### src/bpc_regs_note_unused.sv
`timescale 1ns/1ps

### src/bpc_pkg.sv
// Constants and types for the backplane device control register bank.
// Assumes a 32-bit AXI4-Lite register bus; each register is one aligned word.
package bpc_pkg;

	// ****************************************
	// Geometry
	// ****************************************
	localparam int BPC_NUM_CH = 4;
	localparam int BPC_BYTE_W = 8;
	localparam int BPC_TH_W = 5;
	localparam int BPC_CNT_W = 4;
	localparam int BPC_ADDR_W = 8;
	localparam int BPC_IDX_W = 6;

	typedef logic [BPC_BYTE_W-1:0] bpc_byte_t;
	typedef logic [BPC_NUM_CH-1:0][BPC_BYTE_W-1:0] bpc_bus_t;
	typedef logic [BPC_NUM_CH-1:0][BPC_TH_W-1:0] bpc_fill_t;

	// ****************************************
	// Register indices; byte address is four times the index
	// ****************************************
	localparam logic [BPC_IDX_W-1:0] BPC_IDX_ROUTING = 6'h09;
	localparam logic [BPC_IDX_W-1:0] BPC_IDX_LOW_TH = 6'h0a;
	localparam logic [BPC_IDX_W-1:0] BPC_IDX_HIGH_TH = 6'h0b;
	localparam logic [BPC_IDX_W-1:0] BPC_IDX_CNT_LOOP = 6'h0c;
	localparam logic [BPC_IDX_W-1:0] BPC_IDX_FIRST_SUB = 6'h0d;
	localparam logic [BPC_IDX_W-1:0] BPC_IDX_SECOND_SUB = 6'h0e;
	localparam logic [BPC_IDX_W-1:0] BPC_IDX_INJ_CMD = 6'h1c;
	localparam logic [BPC_IDX_W-1:0] BPC_IDX_STATUS = 6'h1d;

	// ****************************************
	// Field positions
	// ****************************************
	localparam int BPC_BIT_TOH_A = 0;
	localparam int BPC_BIT_TOH_C = 1;
	localparam int BPC_BIT_PAR_A = 2;
	localparam int BPC_BIT_PAR_C = 3;
	localparam int BPC_BIT_LOOP = 4;
	localparam int BPC_BIT_PARITY = 5;
	localparam int BPC_BIT_SCRAMBLE = 6;
	localparam int BPC_STAT_BUSY_LSB = 0;
	localparam int BPC_STAT_LOW_LSB = 4;
	localparam int BPC_STAT_HIGH_LSB = 8;

	// ****************************************
	// Reset values
	// ****************************************
	localparam bpc_byte_t BPC_RST_ROUTING = 8'h0f;
	localparam logic [BPC_TH_W-1:0] BPC_RST_LOW_TH = 5'h02;
	localparam logic [BPC_TH_W-1:0] BPC_RST_HIGH_TH = 5'h15;
	localparam bpc_byte_t BPC_RST_CNT_LOOP = 8'h40;
	localparam bpc_byte_t BPC_RST_SUB = 8'h00;
	localparam logic [BPC_NUM_CH-1:0] BPC_RST_INJ_CMD = 4'h0;

	// ****************************************
	// AXI responses
	// ****************************************
	localparam logic [1:0] BPC_RESP_OKAY = 2'h0;
	localparam logic [1:0] BPC_RESP_SLVERR = 2'h2;

endpackage : bpc_pkg

### src/bpc_inj_if.sv
// Bundle between the register bank and one channel's framing error injector.
// Assumes the package bpc_pkg is compiled first.
`timescale 1ns/1ps
interface bpc_inj_if;
	import bpc_pkg::*;

	logic cmd;
	logic [BPC_CNT_W-1:0] count;
	bpc_byte_t first_val;
	bpc_byte_t second_val;
	logic first_slot;
	logic second_slot;
	bpc_byte_t data_in;
	bpc_byte_t data_out;
	logic busy;

	modport ctl (
		output cmd, count, first_val, second_val, first_slot, second_slot, data_in,
		input data_out, busy
	);
	modport inj (
		input cmd, count, first_val, second_val, first_slot, second_slot, data_in,
		output data_out, busy
	);

endinterface : bpc_inj_if

### src/bpc_regs.sv
// Device-wide control register bank of a four-channel backplane transceiver.
// Assumes an AXI4-Lite master and byte-wide per-channel data in the aclk domain.
//
// Decided for this implementation: the AXI4-Lite interface to the registers.
`timescale 1ns/1ps
module bpc_regs #(
	parameter int NUM_CH = bpc_pkg::BPC_NUM_CH
) (
	// Clock and reset
	input wire logic aclk,
	input wire logic aresetn,
	// AXI4-Lite write address and data
	input wire logic [bpc_pkg::BPC_ADDR_W-1:0] s_axi_awaddr,
	input wire logic [2:0] s_axi_awprot,
	input wire logic s_axi_awvalid,
	output logic s_axi_awready,
	input wire logic [31:0] s_axi_wdata,
	input wire logic [3:0] s_axi_wstrb,
	input wire logic s_axi_wvalid,
	output logic s_axi_wready,
	// AXI4-Lite write response
	output logic [1:0] s_axi_bresp,
	output logic s_axi_bvalid,
	input wire logic s_axi_bready,
	// AXI4-Lite read
	input wire logic [bpc_pkg::BPC_ADDR_W-1:0] s_axi_araddr,
	input wire logic [2:0] s_axi_arprot,
	input wire logic s_axi_arvalid,
	output logic s_axi_arready,
	output logic [31:0] s_axi_rdata,
	output logic [1:0] s_axi_rresp,
	output logic s_axi_rvalid,
	input wire logic s_axi_rready,
	// Per-channel receive data and aligner fill levels
	input wire bpc_pkg::bpc_bus_t rx_data,
	input wire bpc_pkg::bpc_fill_t aligner_fill,
	// Per-channel transmit data and framing byte slots
	input wire bpc_pkg::bpc_bus_t tx_data_in,
	input wire logic [bpc_pkg::BPC_NUM_CH-1:0] tx_first_slot,
	input wire logic [bpc_pkg::BPC_NUM_CH-1:0] tx_second_slot,
	output bpc_pkg::bpc_bus_t tx_data_out,
	// Parallel output ports
	output bpc_pkg::bpc_byte_t par_port_a,
	output bpc_pkg::bpc_byte_t par_port_c,
	// Aligner threshold violations
	output logic [bpc_pkg::BPC_NUM_CH-1:0] aligner_low_viol,
	output logic [bpc_pkg::BPC_NUM_CH-1:0] aligner_high_viol,
	// Static configuration to neighbouring logic
	output logic toh_port_a_sel,
	output logic toh_port_c_sel,
	output logic parity_odd,
	output logic scramble_en
);
	import bpc_pkg::*;

	// ****************************************
	// Elaboration checks
	// ****************************************
	// Refuse sizes that the fixed register layout cannot hold
	generate
		if (NUM_CH != BPC_NUM_CH) begin : g_bad_num_ch
			$error("bpc_regs serves exactly four channels");
		end
		if (BPC_IDX_W + 2 > BPC_ADDR_W) begin : g_bad_addr_w
			$error("bpc_regs register index does not fit the address");
		end
		if (BPC_TH_W > BPC_BYTE_W || BPC_CNT_W > BPC_BYTE_W) begin : g_bad_field_w
			$error("bpc_regs field wider than one register byte");
		end
		if (BPC_NUM_CH > BPC_BYTE_W) begin : g_bad_cmd_w
			$error("bpc_regs command bits exceed one register byte");
		end
		if (BPC_STAT_HIGH_LSB + BPC_NUM_CH > 32) begin : g_bad_status
			$error("bpc_regs status fields overflow the data word");
		end
	endgenerate

	// ****************************************
	// Register storage
	// ****************************************
	bpc_byte_t routing_ff;
	logic [BPC_TH_W-1:0] low_th_ff;
	logic [BPC_TH_W-1:0] high_th_ff;
	bpc_byte_t cnt_loop_ff;
	bpc_byte_t first_sub_ff;
	bpc_byte_t second_sub_ff;
	logic [BPC_NUM_CH-1:0] inj_cmd_ff;
	logic [BPC_NUM_CH-1:0] inj_busy;

	// ****************************************
	// AXI4-Lite write channel
	// ****************************************
	logic aw_full_ff;
	logic w_full_ff;
	logic [BPC_IDX_W-1:0] aw_idx_ff;
	bpc_byte_t w_byte_ff;
	logic w_lane0_ff;
	logic bvalid_ff;
	logic [1:0] bresp_ff;
	logic do_write;
	logic wr_hit;

	assign s_axi_awready = ~aw_full_ff;
	assign s_axi_wready = ~w_full_ff;
	assign do_write = aw_full_ff & w_full_ff & ~bvalid_ff;

	always_comb begin
		unique case (aw_idx_ff)
			BPC_IDX_ROUTING, BPC_IDX_LOW_TH, BPC_IDX_HIGH_TH, BPC_IDX_CNT_LOOP,
			BPC_IDX_FIRST_SUB, BPC_IDX_SECOND_SUB, BPC_IDX_INJ_CMD,
			BPC_IDX_STATUS: begin
				wr_hit = 1'b1;
			end
			default: begin
				wr_hit = 1'b0;
			end
		endcase
	end

	always_ff @(posedge aclk) begin
		if (!aresetn) begin
			aw_full_ff <= 1'b0;
			aw_idx_ff <= '0;
		end else if (s_axi_awvalid && !aw_full_ff) begin
			aw_full_ff <= 1'b1;
			aw_idx_ff <= s_axi_awaddr[BPC_IDX_W+1:2];
		end else if (do_write) begin
			aw_full_ff <= 1'b0;
		end
	end

	always_ff @(posedge aclk) begin
		if (!aresetn) begin
			w_full_ff <= 1'b0;
			w_byte_ff <= '0;
			w_lane0_ff <= 1'b0;
		end else if (s_axi_wvalid && !w_full_ff) begin
			w_full_ff <= 1'b1;
			w_byte_ff <= s_axi_wdata[BPC_BYTE_W-1:0];
			w_lane0_ff <= s_axi_wstrb[0];
		end else if (do_write) begin
			w_full_ff <= 1'b0;
		end
	end

	always_ff @(posedge aclk) begin
		if (!aresetn) begin
			bvalid_ff <= 1'b0;
			bresp_ff <= BPC_RESP_OKAY;
		end else if (do_write) begin
			bvalid_ff <= 1'b1;
			bresp_ff <= wr_hit ? BPC_RESP_OKAY : BPC_RESP_SLVERR;
		end else if (s_axi_bready) begin
			bvalid_ff <= 1'b0;
		end
	end

	assign s_axi_bvalid = bvalid_ff;
	assign s_axi_bresp = bresp_ff;

	// ****************************************
	// Register writes
	// ****************************************
	always_ff @(posedge aclk) begin
		if (!aresetn) begin
			routing_ff <= BPC_RST_ROUTING;
			low_th_ff <= BPC_RST_LOW_TH;
			high_th_ff <= BPC_RST_HIGH_TH;
			cnt_loop_ff <= BPC_RST_CNT_LOOP;
			first_sub_ff <= BPC_RST_SUB;
			second_sub_ff <= BPC_RST_SUB;
			inj_cmd_ff <= BPC_RST_INJ_CMD;
		end else if (do_write && w_lane0_ff) begin
			unique case (aw_idx_ff)
				BPC_IDX_ROUTING: routing_ff <= w_byte_ff;
				BPC_IDX_LOW_TH: low_th_ff <= w_byte_ff[BPC_TH_W-1:0];
				BPC_IDX_HIGH_TH: high_th_ff <= w_byte_ff[BPC_TH_W-1:0];
				BPC_IDX_CNT_LOOP: cnt_loop_ff <= w_byte_ff;
				BPC_IDX_FIRST_SUB: first_sub_ff <= w_byte_ff;
				BPC_IDX_SECOND_SUB: second_sub_ff <= w_byte_ff;
				BPC_IDX_INJ_CMD: inj_cmd_ff <= w_byte_ff[BPC_NUM_CH-1:0];
				default: begin
				end
			endcase
		end
	end

	// ****************************************
	// AXI4-Lite read channel
	// ****************************************
	logic rvalid_ff;
	logic [31:0] rdata_ff;
	logic [1:0] rresp_ff;
	logic [31:0] rd_word;
	logic rd_hit;
	logic [BPC_IDX_W-1:0] ar_idx;

	assign s_axi_arready = ~rvalid_ff;
	assign ar_idx = s_axi_araddr[BPC_IDX_W+1:2];

	always_comb begin
		rd_word = '0;
		rd_hit = 1'b1;
		unique case (ar_idx)
			BPC_IDX_ROUTING: rd_word[BPC_BYTE_W-1:0] = routing_ff;
			BPC_IDX_LOW_TH: rd_word[BPC_TH_W-1:0] = low_th_ff;
			BPC_IDX_HIGH_TH: rd_word[BPC_TH_W-1:0] = high_th_ff;
			BPC_IDX_CNT_LOOP: rd_word[BPC_BYTE_W-1:0] = cnt_loop_ff;
			BPC_IDX_FIRST_SUB: rd_word[BPC_BYTE_W-1:0] = first_sub_ff;
			BPC_IDX_SECOND_SUB: rd_word[BPC_BYTE_W-1:0] = second_sub_ff;
			BPC_IDX_INJ_CMD: rd_word[BPC_NUM_CH-1:0] = inj_cmd_ff;
			BPC_IDX_STATUS: begin
				rd_word[BPC_STAT_BUSY_LSB +: BPC_NUM_CH] = inj_busy;
				rd_word[BPC_STAT_LOW_LSB +: BPC_NUM_CH] = aligner_low_viol;
				rd_word[BPC_STAT_HIGH_LSB +: BPC_NUM_CH] = aligner_high_viol;
			end
			default: rd_hit = 1'b0;
		endcase
	end

	always_ff @(posedge aclk) begin
		if (!aresetn) begin
			rvalid_ff <= 1'b0;
			rdata_ff <= '0;
			rresp_ff <= BPC_RESP_OKAY;
		end else if (s_axi_arvalid && !rvalid_ff) begin
			rvalid_ff <= 1'b1;
			rdata_ff <= rd_word;
			rresp_ff <= rd_hit ? BPC_RESP_OKAY : BPC_RESP_SLVERR;
		end else if (s_axi_rready) begin
			rvalid_ff <= 1'b0;
		end
	end

	assign s_axi_rvalid = rvalid_ff;
	assign s_axi_rdata = rdata_ff;
	assign s_axi_rresp = rresp_ff;

	// ****************************************
	// Per-channel injection and aligner checks
	// ****************************************
	genvar ch;
	generate
		for (ch = 0; ch < BPC_NUM_CH; ch++) begin : g_ch
			bpc_inj_if inj_bus ();

			assign inj_bus.cmd = inj_cmd_ff[ch];
			assign inj_bus.count = cnt_loop_ff[BPC_CNT_W-1:0];
			assign inj_bus.first_val = first_sub_ff;
			assign inj_bus.second_val = second_sub_ff;
			assign inj_bus.first_slot = tx_first_slot[ch];
			assign inj_bus.second_slot = tx_second_slot[ch];
			// Loopback swaps the transmit source for the received byte
			assign inj_bus.data_in = cnt_loop_ff[BPC_BIT_LOOP] ? rx_data[ch] : tx_data_in[ch];
			assign tx_data_out[ch] = inj_bus.data_out;
			assign inj_busy[ch] = inj_bus.busy;

			bpc_inj u_inj (
				.aclk(aclk),
				.aresetn(aresetn),
				.p(inj_bus.inj)
			);

			always_ff @(posedge aclk) begin
				if (!aresetn) begin
					aligner_low_viol[ch] <= 1'b0;
					aligner_high_viol[ch] <= 1'b0;
				end else begin
					aligner_low_viol[ch] <= (aligner_fill[ch] < low_th_ff);
					aligner_high_viol[ch] <= (aligner_fill[ch] > high_th_ff);
				end
			end
		end
	endgenerate

	// ****************************************
	// Parallel output port routing
	// ****************************************
	always_ff @(posedge aclk) begin
		if (!aresetn) begin
			par_port_a <= '0;
			par_port_c <= '0;
		end else begin
			par_port_a <= routing_ff[BPC_BIT_PAR_A] ? rx_data[0] : rx_data[1];
			par_port_c <= routing_ff[BPC_BIT_PAR_C] ? rx_data[2] : rx_data[3];
		end
	end

	assign toh_port_a_sel = routing_ff[BPC_BIT_TOH_A];
	assign toh_port_c_sel = routing_ff[BPC_BIT_TOH_C];
	assign parity_odd = cnt_loop_ff[BPC_BIT_PARITY];
	assign scramble_en = cnt_loop_ff[BPC_BIT_SCRAMBLE];

endmodule : bpc_regs

### src/bpc_inj.sv
// One channel's transmit framing byte error injector.
// Assumes slot strobes mark the first and second framing bytes of each frame.
`timescale 1ns/1ps
module bpc_inj (
	// Clock and reset
	input wire logic aclk,
	input wire logic aresetn,
	// Register side and data path
	bpc_inj_if.inj p
);
	import bpc_pkg::*;

	logic cmd_ff;
	logic [BPC_CNT_W-1:0] left_ff;
	logic mid_frame_ff;
	bpc_byte_t data_ff;
	logic rise;

	// Edge detection is private to this channel instance
	assign rise = p.cmd & ~cmd_ff;

	always_ff @(posedge aclk) begin
		if (!aresetn) begin
			cmd_ff <= 1'b0;
		end else begin
			cmd_ff <= p.cmd;
		end
	end

	// Frames still to corrupt; a new edge reloads the count
	always_ff @(posedge aclk) begin
		if (!aresetn) begin
			left_ff <= '0;
		end else if (rise) begin
			left_ff <= p.count;
		end else if (p.second_slot && mid_frame_ff && left_ff != '0) begin
			left_ff <= left_ff - 1'b1;
		end
	end

	// A frame is corrupted only from its first framing byte on
	always_ff @(posedge aclk) begin
		if (!aresetn) begin
			mid_frame_ff <= 1'b0;
		end else if (rise || p.second_slot) begin
			mid_frame_ff <= 1'b0;
		end else if (p.first_slot && left_ff != '0) begin
			mid_frame_ff <= 1'b1;
		end
	end

	always_ff @(posedge aclk) begin
		if (!aresetn) begin
			data_ff <= '0;
		end else if (!rise && p.first_slot && left_ff != '0) begin
			data_ff <= p.first_val;
		end else if (!rise && p.second_slot && mid_frame_ff) begin
			data_ff <= p.second_val;
		end else begin
			data_ff <= p.data_in;
		end
	end

	assign p.data_out = data_ff;
	assign p.busy = (left_ff != '0);

endmodule : bpc_inj

### config.mk
export PLATFORM = sky130hd
export DESIGN_NAME = bpc_regs
export DESIGN_NICKNAME = d
export VERILOG_FILES = /design/src/bpc_regs_note_unused.sv /design/src/bpc_pkg.sv /design/src/bpc_inj_if.sv /design/src/bpc_regs.sv /design/src/bpc_inj.sv
export SDC_FILE = /design/constraint.sdc
export NUM_CORES = 1
export LEC_CHECK = 0
export ABC_AREA = 1
export BUFFER_PORTS_ARGS = -buffer_cell sky130_fd_sc_hd__buf_4
export CELL_PAD_IN_SITES_DETAIL_PLACEMENT = 0
export CELL_PAD_IN_SITES_GLOBAL_PLACEMENT = 1
export CORE_AREA = 2 2 185 187
export CTS_CLUSTER_SIZE = 40
export DETAILED_ROUTE_END_ITERATION = 12
export DIE_AREA = 0 0 187 189
export PLACE_DENSITY = 0.58
export SLEW_MARGIN = 20
export SYNTH_ARGS = -nofsm -noshare
export SYNTH_HDL_FRONTEND = slang
export SYNTH_SLANG_ARGS = --single-unit
### constraint.sdc
create_clock -name aclk -period 3.8 [get_ports aclk]
set_clock_uncertainty 0.15 [all_clocks]
set_input_delay 0.19 -clock aclk [delete_from_list [all_inputs] [get_ports aclk]]
set_output_delay 0.19 -clock aclk [all_outputs]
set_load 0.02 [all_outputs]
# Word-level counts from Yosys, hierarchy flattened
# Memories as Yosys holds them, arrays and structs flattened. A register that Yosys moved wholly into a read port is not among the register bits.
# Index checks and enable logic that the tools add are counted.
# word_totals
regBits	161
input_bits	157
wordCells	192
romBits	32
ram_bits	0
latchBits	0
n_memories	1
# mem_list
name	words	width	read_ports	rd_clocked_by_memory_dff	write_ports	line	source
(no name shown)	32	1	1	1	0	bpc_regs.sv:108	unique case (aw_idx_ff)
# op_classes
n_bitwise	15
n_mux	39
shift	0
order_cmp	8
multipliers	0
eq_ne	15
n_reduce_logical	67
n_div	0
n_addsub	4
# op_table
operator	count
2-to-1 mux 8 bit	14
equality test 6 x 4 -> 1 bit (second input constant)	12
2-to-1 mux 4 bit	9
logical AND 1 bit	32
case mux 4 bit (8 select lines)	1
greater-than comparator 5 bit	4
less-than comparator 5 bit	4
equality test 6 x 5 -> 1 bit (second input constant)	3
nonzero test 2 bit	8
nonzero test 4 bit	4
subtractor 4 x 1 -> 4 bit (second input constant)	4
case mux 3 bit (5 select lines)	1
AND reduction 2 bit	7
2-to-1 mux 5 bit	2
2-to-1 mux 1 bit	9
NOT 1 bit	9
OR reduction 2 bit	4
OR reduction 8 bit	1
logical NOT 1 bit	7
case mux 1 bit (7 select lines)	1
bitwise AND 1 bit	6
logical OR 1 bit	4
2-to-1 mux 2 bit	2

# Longest topological paths before layout
# Gate-level depths: netlist of run 1.
# depth
ltp_word	7
depth_mapped	10
ltp_nobuf	9

# Hierarchy
# A second synthesis of run 1 with hierarchy kept.
# unflattened
cells_unflattened	1175
hier_area_um2	8618.3
# by_module_without_submodules
mod	instances	area_each_um2	cells_each	seq_area_each_um2
bpc_regs	1	5580.4	735	2082.0
bpc_inj	4	759.5	110	280.3

# Worst setup path after synthesis of run 1
# Ideal clock, no wire load.
# synth_timing
kind	flip-flop to flip-flop
from	reg rvalid_ff, in the netlist s_axi_rvalid
to	reg rvalid_ff, in the netlist s_axi_rvalid
path_stages_with_launch	6
n_path_buf	1
arrival_time_ns	1.405
setup_slack_ns	2.130
path_cell_list	dfxtp_1 -> inv_1 -> nand2_1 -> clkinv_1 -> clkbuf_1 -> o21a_1
# synth_between
elab_chain_len	3
# synth_lines
item	line	source
start: declaration	bpc_regs.sv:191	logic rvalid_ff;
start signal: assignment	bpc_regs.sv:223	rvalid_ff <= 1'b0;
start signal: assignment	bpc_regs.sv:227	rvalid_ff <= 1'b1;
start signal: assignment	bpc_regs.sv:231	rvalid_ff <= 1'b0;
logical NOT 1 bit (*)	bpc_regs.sv:226	end else if (s_axi_arvalid && !rvalid_ff) begin
logical AND 1 bit (*)	bpc_regs.sv:226	
2-to-1 mux 1 bit / nonzero test 2 bit (equally long branches)	-	
# Mark *: on every way between the ends. The rest lies on a longest branch, timed or not.
# A chain may end at the register's enable or synchronous reset.

# Final worst setup path of run 1
# layout_timing
from	reg cnt_loop_ff[4]
to	reg g_ch[3].u_inj.data_ff[0]
# layout_between
elab_chain_len	3
# layout_lines
item	line	source
start: declaration	bpc_regs.sv:84	bpc_byte_t cnt_loop_ff;
start signal: assignment	bpc_regs.sv:178	BPC_IDX_CNT_LOOP: cnt_loop_ff <= w_byte_ff;
2-to-1 mux 8 bit	bpc_regs.sv:254	assign inj_bus.data_in = cnt_loop_ff[BPC_BIT_LOOP] ? rx_data[ch] : tx_data_in[ch];
2-to-1 mux 8 bit	bpc_inj.sv:57	end else if (!rise && p.second_slot && mid_frame_ff) begin
2-to-1 mux 8 bit	bpc_inj.sv:55	end else if (!rise && p.first_slot && left_ff != '0) begin
end signal: assignment	bpc_inj.sv:56	data_ff <= p.first_val;
end signal: assignment	bpc_inj.sv:58	data_ff <= p.second_val;
end signal: assignment	bpc_inj.sv:60	data_ff <= p.data_in;
end: declaration	bpc_inj.sv:16	bpc_byte_t data_ff;
# No other way between the ends.

==> results.sh, run 1 <==
export IMPL_drtAntennaViolNets=0
export IMPL_num_vias=8054
export IMPL_crit_required_ns=3.97
export IMPL_hold_depth=4
export IMPL_leakagePower_nw=5.00
export IMPL_netlist_top_cells_count="nand2_1, dfxtp_1, o21ai_0"
export IMPL_die_area_um2=35300
export IMPL_via_per_inst=4.43
export IMPL_synth_top_family_by_area="simple AND/OR/NAND/NOR gates"
export IMPL_io_pins=258
export IMPL_cts_resized=0
export IMPL_crit_path_end_kind="flop"
export IMPL_r2r_cells=4
export IMPL_synth_top_area_share_pct=38.9
export IMPL_nets=1553
export IMPL_syn_area_um2=8240
export IMPL_antenna_found_initial=0
export IMPL_grt_pass1_vias=7624
export IMPL_netlist_instances=1116
export IMPL_tns_ns=0
export IMPL_synth_top_area_cell="dfxtp_1"
export IMPL_path_class="flop to flop"
export IMPL_synthFlopType="dfxtp_1"
export IMPL_cp_start_kind="flop"
export IMPL_clkTransAtPathRegs_ns=0.07
export IMPL_finalHoldViolCount=0
export IMPL_areaGrowthSynthToFinish_pct=36.0
export IMPL_cts_hold_buffers=62
export IMPL_rsz0062_at_grt="false"
export IMPL_powerDensity_nw_per_um2=359
export IMPL_die_w_um=187
export IMPL_layout_drive_gt1_share_pct=21.3
export IMPL_slew_viol_final=0
export IMPL_fmax_mhz=452
export IMPL_coreArea_um2=33300
export IMPL_wire_per_inst_um=15.7
export IMPL_dpl_cell_area_um2=10000
export IMPL_syn_area_per_cell_um2=7.38
export IMPL_insertion_delay_ns=0.44
export IMPL_worst_hold_path_type="primary input to flop"
export IMPL_setup_viol=0
export IMPL_yosysUniqueCellTypes=38
export IMPL_synthAdderAreaFrac_pct=6.07
export IMPL_synth_xor_area_share_pct=0.425
export IMPL_drc_errors=0
export IMPL_fin_crit_ns=2.21
export IMPL_synth_most_common_cell="nand2_1"
export IMPL_grt_max_degree=72
export IMPL_worstMarginPinSlew_ns=1.05
export IMPL_yosysSeqAreaShare_pct=38.9
export IMPL_cts_sinks=160
export IMPL_antenna_cells=0
export IMPL_rrSetupSlack_ns=1.59
export IMPL_postCtsSetupRepairBufs=0
export IMPL_min_period_over_period_pct=58.2
export IMPL_clockBufferDepth=2
export IMPL_synth_simple_gate_area_share_pct=23.2
export IMPL_synth_area_leaders="dfxtp_1, nand2_1, o21ai_0"
export IMPL_worst_path_max_fanout=32
export IMPL_dp_hpwl_um=21500
export IMPL_gp_congestion=0.808
export IMPL_numCtsBuffers=17
export IMPL_cts_htree_levels=4
export IMPL_clockRootBuffer="clkbuf_16"
export IMPL_max_cap_violations=0
export IMPL_slew_headroom_pct=29.7
export IMPL_start_util_pct=24.8
export IMPL_ir_drop_mv=0.306
export IMPL_synth_compound_area_share_pct=18.8
export IMPL_initialDrtViolationCount=461
export IMPL_rows=67
export IMPL_grt_usage_pct=16.2
export IMPL_ys_ff_latch=160
export IMPL_async_flop_share_pct=0
export IMPL_cts_tree="yes"
export IMPL_firstDrtPassIters=5
export IMPL_final_area_um2=11200
export IMPL_outcome="completed"
export IMPL_grt_pass1_wl_um=44100
export IMPL_grt_overflow_total=0
export IMPL_cp_data_arrival_time_ns=2.39
export IMPL_muxShareOfSynthArea_pct=2.73
export IMPL_finalWirelength_um=28500
export IMPL_ys_warn_count=0
export IMPL_fillers=3627
export IMPL_synth_edf_count=0
export IMPL_port_buffers=198
export IMPL_fp_dieH_um=189
## logic make-up after synthesis
| family | count (synthesis) |
|---|---|
| and+or+nand+nor | 417 |
| AOI/OAI and AO/OA | 293 |
| buffers and inverters | 181 |
| DFF | 160 |
| adders and majority gates | 40 |
| muxes | 20 |
| xor gates and xnor gates | 4 |
| other | 1 |
## power breakdown
| group | switching, mW | total, mW | internal (mW) |
|---|---|---|---|
| clock network | 0.766 | 1.73 | 0.960 |
| logic | 0.290 | 0.535 | 0.244 |
| registers | 0.0345 | 1.77 | 1.73 |
## worst max-delay path, cell delays in order, from the launching register on
cell,delay [ns]
dfxtp_1,1.01
buf_4,0.38
mux2_2,0.38
nand2_1,0.07
a31oi_1,0.09
## registers in the layout, summed over array words and instances, names as in the netlist, 8 cells and up, named ones only
name / flops
g_ch.u_inj.p.data_out: 32
g_ch.u_inj.left_ff: 16
s_axi_rdata: 12
cnt_loop_ff: 8
first_sub_ff: 8
g_ch.inj_bus.second_val: 8
par_port_a: 8
par_port_c: 8
routing_ff: 8
w_byte_ff: 8
## cell type report
type / instances / area (um2) / area share, %
Clock inverter: 11 / 106 / 0.949
Sequential cell: 160 / 3200 / 28.6
Inverter: 119 / 447 / 3.99
Clock buffer: 21 / 470 / 4.20
Timing Repair Buffer: 262 / 2120 / 18.9
Tap cell: 448 / 561 / 5.00
Multi-Input combinational cell: 796 / 4300 / 38.4
## per-stage QoR
step / utilization (%) / cells / hold WS [ns] / setup slack [ns] / total power [mW]
3_5_place_dp: 30.1 / 1723 / 0.219 / 1.56 / 2.30
3_3_place_gp: 30.1 / 1723 / 0.218 / 1.55 / 2.30
2_1_floorplan: - / 1137 / 0.119 / 2.13 / 2.07
4_1_cts: 33.7 / 1817 / 0.0154 / 1.54 / 4.09
6_report: 33.7 / 1817 / 0.0301 / 1.59 / 4.03
5_1_grt: 33.7 / 1817 / 0.0323 / 1.41 / 4.21
## path summary, 6_finish.rpt
| path | startpoint | to |
|---|---|---|
| worst min register to register | flop | s_axi_bresp[1] |
| worst max register to register | cnt_loop_ff[4] | g_ch[3].u_inj.p.data_out[0] |
| worst max-delay path | cnt_loop_ff[4] | g_ch[3].u_inj.p.data_out[0] |
| worst min-delay path | tx_data_in[26] | g_ch[3].u_inj.p.data_out[2] |
## placed cells by master (no fill, tap or decap), types with 2 or more instances in the layout
cell type        n
o22ai_1          3
nand3_2          5
inv_6            2
o21ai_1          3
nor2_1         107
xor2_1           4
nor4_1           4
clkbuf_8         3
clkinvlp_4       3
nor2_2           4
nand4_2          3
nor3_2           2
conb_1          22
dfxtp_1        160
a31oi_1         34
o211ai_1        10
inv_1          101
nand4_4          2
clkinv_4         3
dlygate4sd3_1   62
ha_1            40
buf_4          200
clkinv_2         2
nor3_1           9
clkinv_1         5
nand3_1         76
nand2_1        188
a21oi_1        105
o21ai_0        135
nand4_1          5
mux2_2          20
inv_2           13
clkbuf_16       17
nor2_4           8
## routing by layer
layer / GRT usage, % / part of all wire (%)
met3: 3.08 / 4.6
met5: 0 / 0
met2: 25.6 / 44
met4: 6.29 / 2.4
met1: 21.6 / 49
No activity file was read; power rests on OpenSTA's default activity.
==> inputs of run 2 (changes only) <==
Clock period 3.8 ns to 2.25 ns, I/O delays scaled along.
==> run 2 against run 1 <==
Net effect:
- sequential cell count is the same
- routed wire length increased by 1.3%
- count of clock-buffer cells in the layout decreased by 2
- critical path depth up 2
- clock power is 71% higher
- sequential share of layout area shrank 1.6 points
- non-clock buffer count rose by 65
- maximum frequency up 7.6%
- critical path type unchanged
- critical endpoint is now aligner_low_viol[1]
- highest routed layer is now met5
==> results.sh, run 2 (synthesis gave the netlist of run 1 again) <==
export IMPL_rsz0062_at_grt="false"
export IMPL_wire_per_inst_um=15.3
export IMPL_fin_crit_ns=2.06
export IMPL_mostFrequentLayoutCells="buf_4, nand2_1, dfxtp_1, o21ai_0, dlygate4sd3_1"
export IMPL_io_pins=258
export IMPL_cts_sinks=160
export IMPL_met1_usage_pct=21.8
export IMPL_drtAntennaViolNets=0
export IMPL_nets=1618
export IMPL_grt_overflow_total=0
export IMPL_place_ws_ns=0.446
export IMPL_die_area_um2=35300
export IMPL_max_stage_delay_ns=0.59
export IMPL_coreArea_um2=33300
export IMPL_gp_congestion=0.802
export IMPL_cts_resized=0
export IMPL_layout_drive_gt1_share_pct=21.6
export IMPL_grt_use_met3_pct=3.80
export IMPL_via_per_inst=4.40
export IMPL_dp_hpwl_um=21800
export IMPL_finalWirelength_um=28900
export IMPL_tns_ns=0
export IMPL_cp_data_arrival_time_ns=2.28
export IMPL_areaGrowthSynthToFinish_pct=43.9
export IMPL_worst_path_max_fanout=5
export IMPL_largest_reg_flops=32
export IMPL_path_class="flop to flop"
export IMPL_drc_errors=0
export IMPL_antenna_cells=0
export IMPL_slew_viol_final=0
export IMPL_grt_util_met2_pct=26.7
export IMPL_final_common_cell="buf_4"
export IMPL_cts_tree="yes"
export IMPL_fmax_mhz=486
export IMPL_setup_viol=0
export IMPL_postCtsSetupRepairBufs=0
export IMPL_start_util_pct=24.8
export IMPL_holdWs_ns=0.0244
export IMPL_ir_drop_mv=0.536
export IMPL_cts_hold_buffers=109
export IMPL_powerDensity_nw_per_um2=585
export IMPL_grt_pass1_vias=8035
export IMPL_fp_dieH_um=189
export IMPL_port_buffers=198
export IMPL_max_cap_violations=0
export IMPL_insertion_delay_ns=0.44
export IMPL_grt_max_degree=100
export IMPL_slew_headroom_pct=66.2
export IMPL_worst_hold_path_type="primary input to flop"
export IMPL_cts_htree_levels=4
export IMPL_rows=67
export IMPL_outcome="completed"
export IMPL_leakagePower_nw=5.32
export IMPL_crit_required_ns=2.47
export IMPL_top_usage_layer="met2"
export IMPL_clockRootBuffer="clkbuf_16"
export IMPL_grt_usage_pct=16.5
export IMPL_cp_start_kind="flop"
export IMPL_finalHoldViolCount=0
export IMPL_worstPathCellList="inv_1 -> ha_1 -> a21oi_1 -> o21ai_0 -> nor3_1 -> dlygate4sd3_1"
export IMPL_firstDrtPassIters=4
export IMPL_grt_pass1_wl_um=45200
export IMPL_crit_path_end_kind="flop"
export IMPL_numCtsBuffers=17
export IMPL_initialDrtViolationCount=437
export IMPL_clkTransAtPathRegs_ns=0.07
export IMPL_cpMaxStageDelayCell="dlygate4sd3_1"
export IMPL_num_vias=8286
export IMPL_die_w_um=187
export IMPL_worstMarginPinSlew_ns=0.505
export IMPL_min_period_over_period_pct=91.4
export IMPL_setup_ws_ns=0.194
export IMPL_clockBufferDepth=2
export IMPL_antenna_found_initial=3
-- run 2: changes by cell type in the layout (fill, tap and decap cells not counted), sizes merged --
| cell | previous run | this run |
|---|---|---|
| bufinv | 1 | 2 |
| buf | 200 | 218 |
| dlygate4sd3 | 62 | 109 |
| clkinv | 10 | 12 |
| clkbuf | 21 | 19 |
| inv | 116 | 115 |
-- run 2: worst max-delay path, delay by kind of cell (launching register included) --
| kind | cells | cell delay [ns] |
|---|---|---|
| buffers and inverters | 2 | 0.72 |
| DFF | 1 | 0.34 |
| and+or+nand+nor | 1 | 0.21 |
| adders and majority gates | 1 | 0.33 |
| AOI/OAI and AO/OA | 2 | 0.25 |
-- run 2: metrics by stage --
stage | utilization [%] | power, mW | std cells | instance area (um2)
after global routing | 35.6 | 7.25 | 1882 | 11900
after floorplan | - | 3.50 | 1137 | 8320
after CTS | 35.6 | 7.03 | 1882 | 11900
after global placement | 30.6 | 3.90 | 1741 | 10200
final | 35.6 | 6.93 | 1882 | 11900
after detailed placement | 30.6 | 3.90 | 1741 | 10200
-- run 2: metal layers --
layer	wire length, um	share of wire, %	vias up
li1	-	-	4322
met1	13800	48	3706
met2	12900	45	223
met3	1540	5.3	31
met4	602	2.1	4
met5	22	0.076	-
-- run 2: worst paths after layout --
path,start,end,slack (ns),cells after the start
hold reg to reg,flop,s_axi_bresp[1],0.28,1
setup / recovery,low_th_ff[4],aligner_low_viol[1],0.19,6
setup reg to reg,low_th_ff[4],aligner_low_viol[1],0.19,6
hold / removal,aligner_fill[16],aligner_high_viol[3],0.02,5
-- run 2: layout make-up --
| type | count | area, um2 |
|---|---|---|
| timing repair buffer | 327 | 2750 |
| clock inverter | 13 | 138 |
| multi-input combinational | 796 | 4300 |
| sequential | 160 | 3200 |
| tap | 448 | 561 |
| clock buffer | 19 | 453 |
| inverter | 119 | 447 |
| fill | 3524 | 21400 |
-- run 2: report_power, final --
group	internal, mW	switching, mW	total, mW
sequential	2.93	0.0567	2.98
combinational	0.486	0.509	0.996
clock	1.69	1.26	2.95
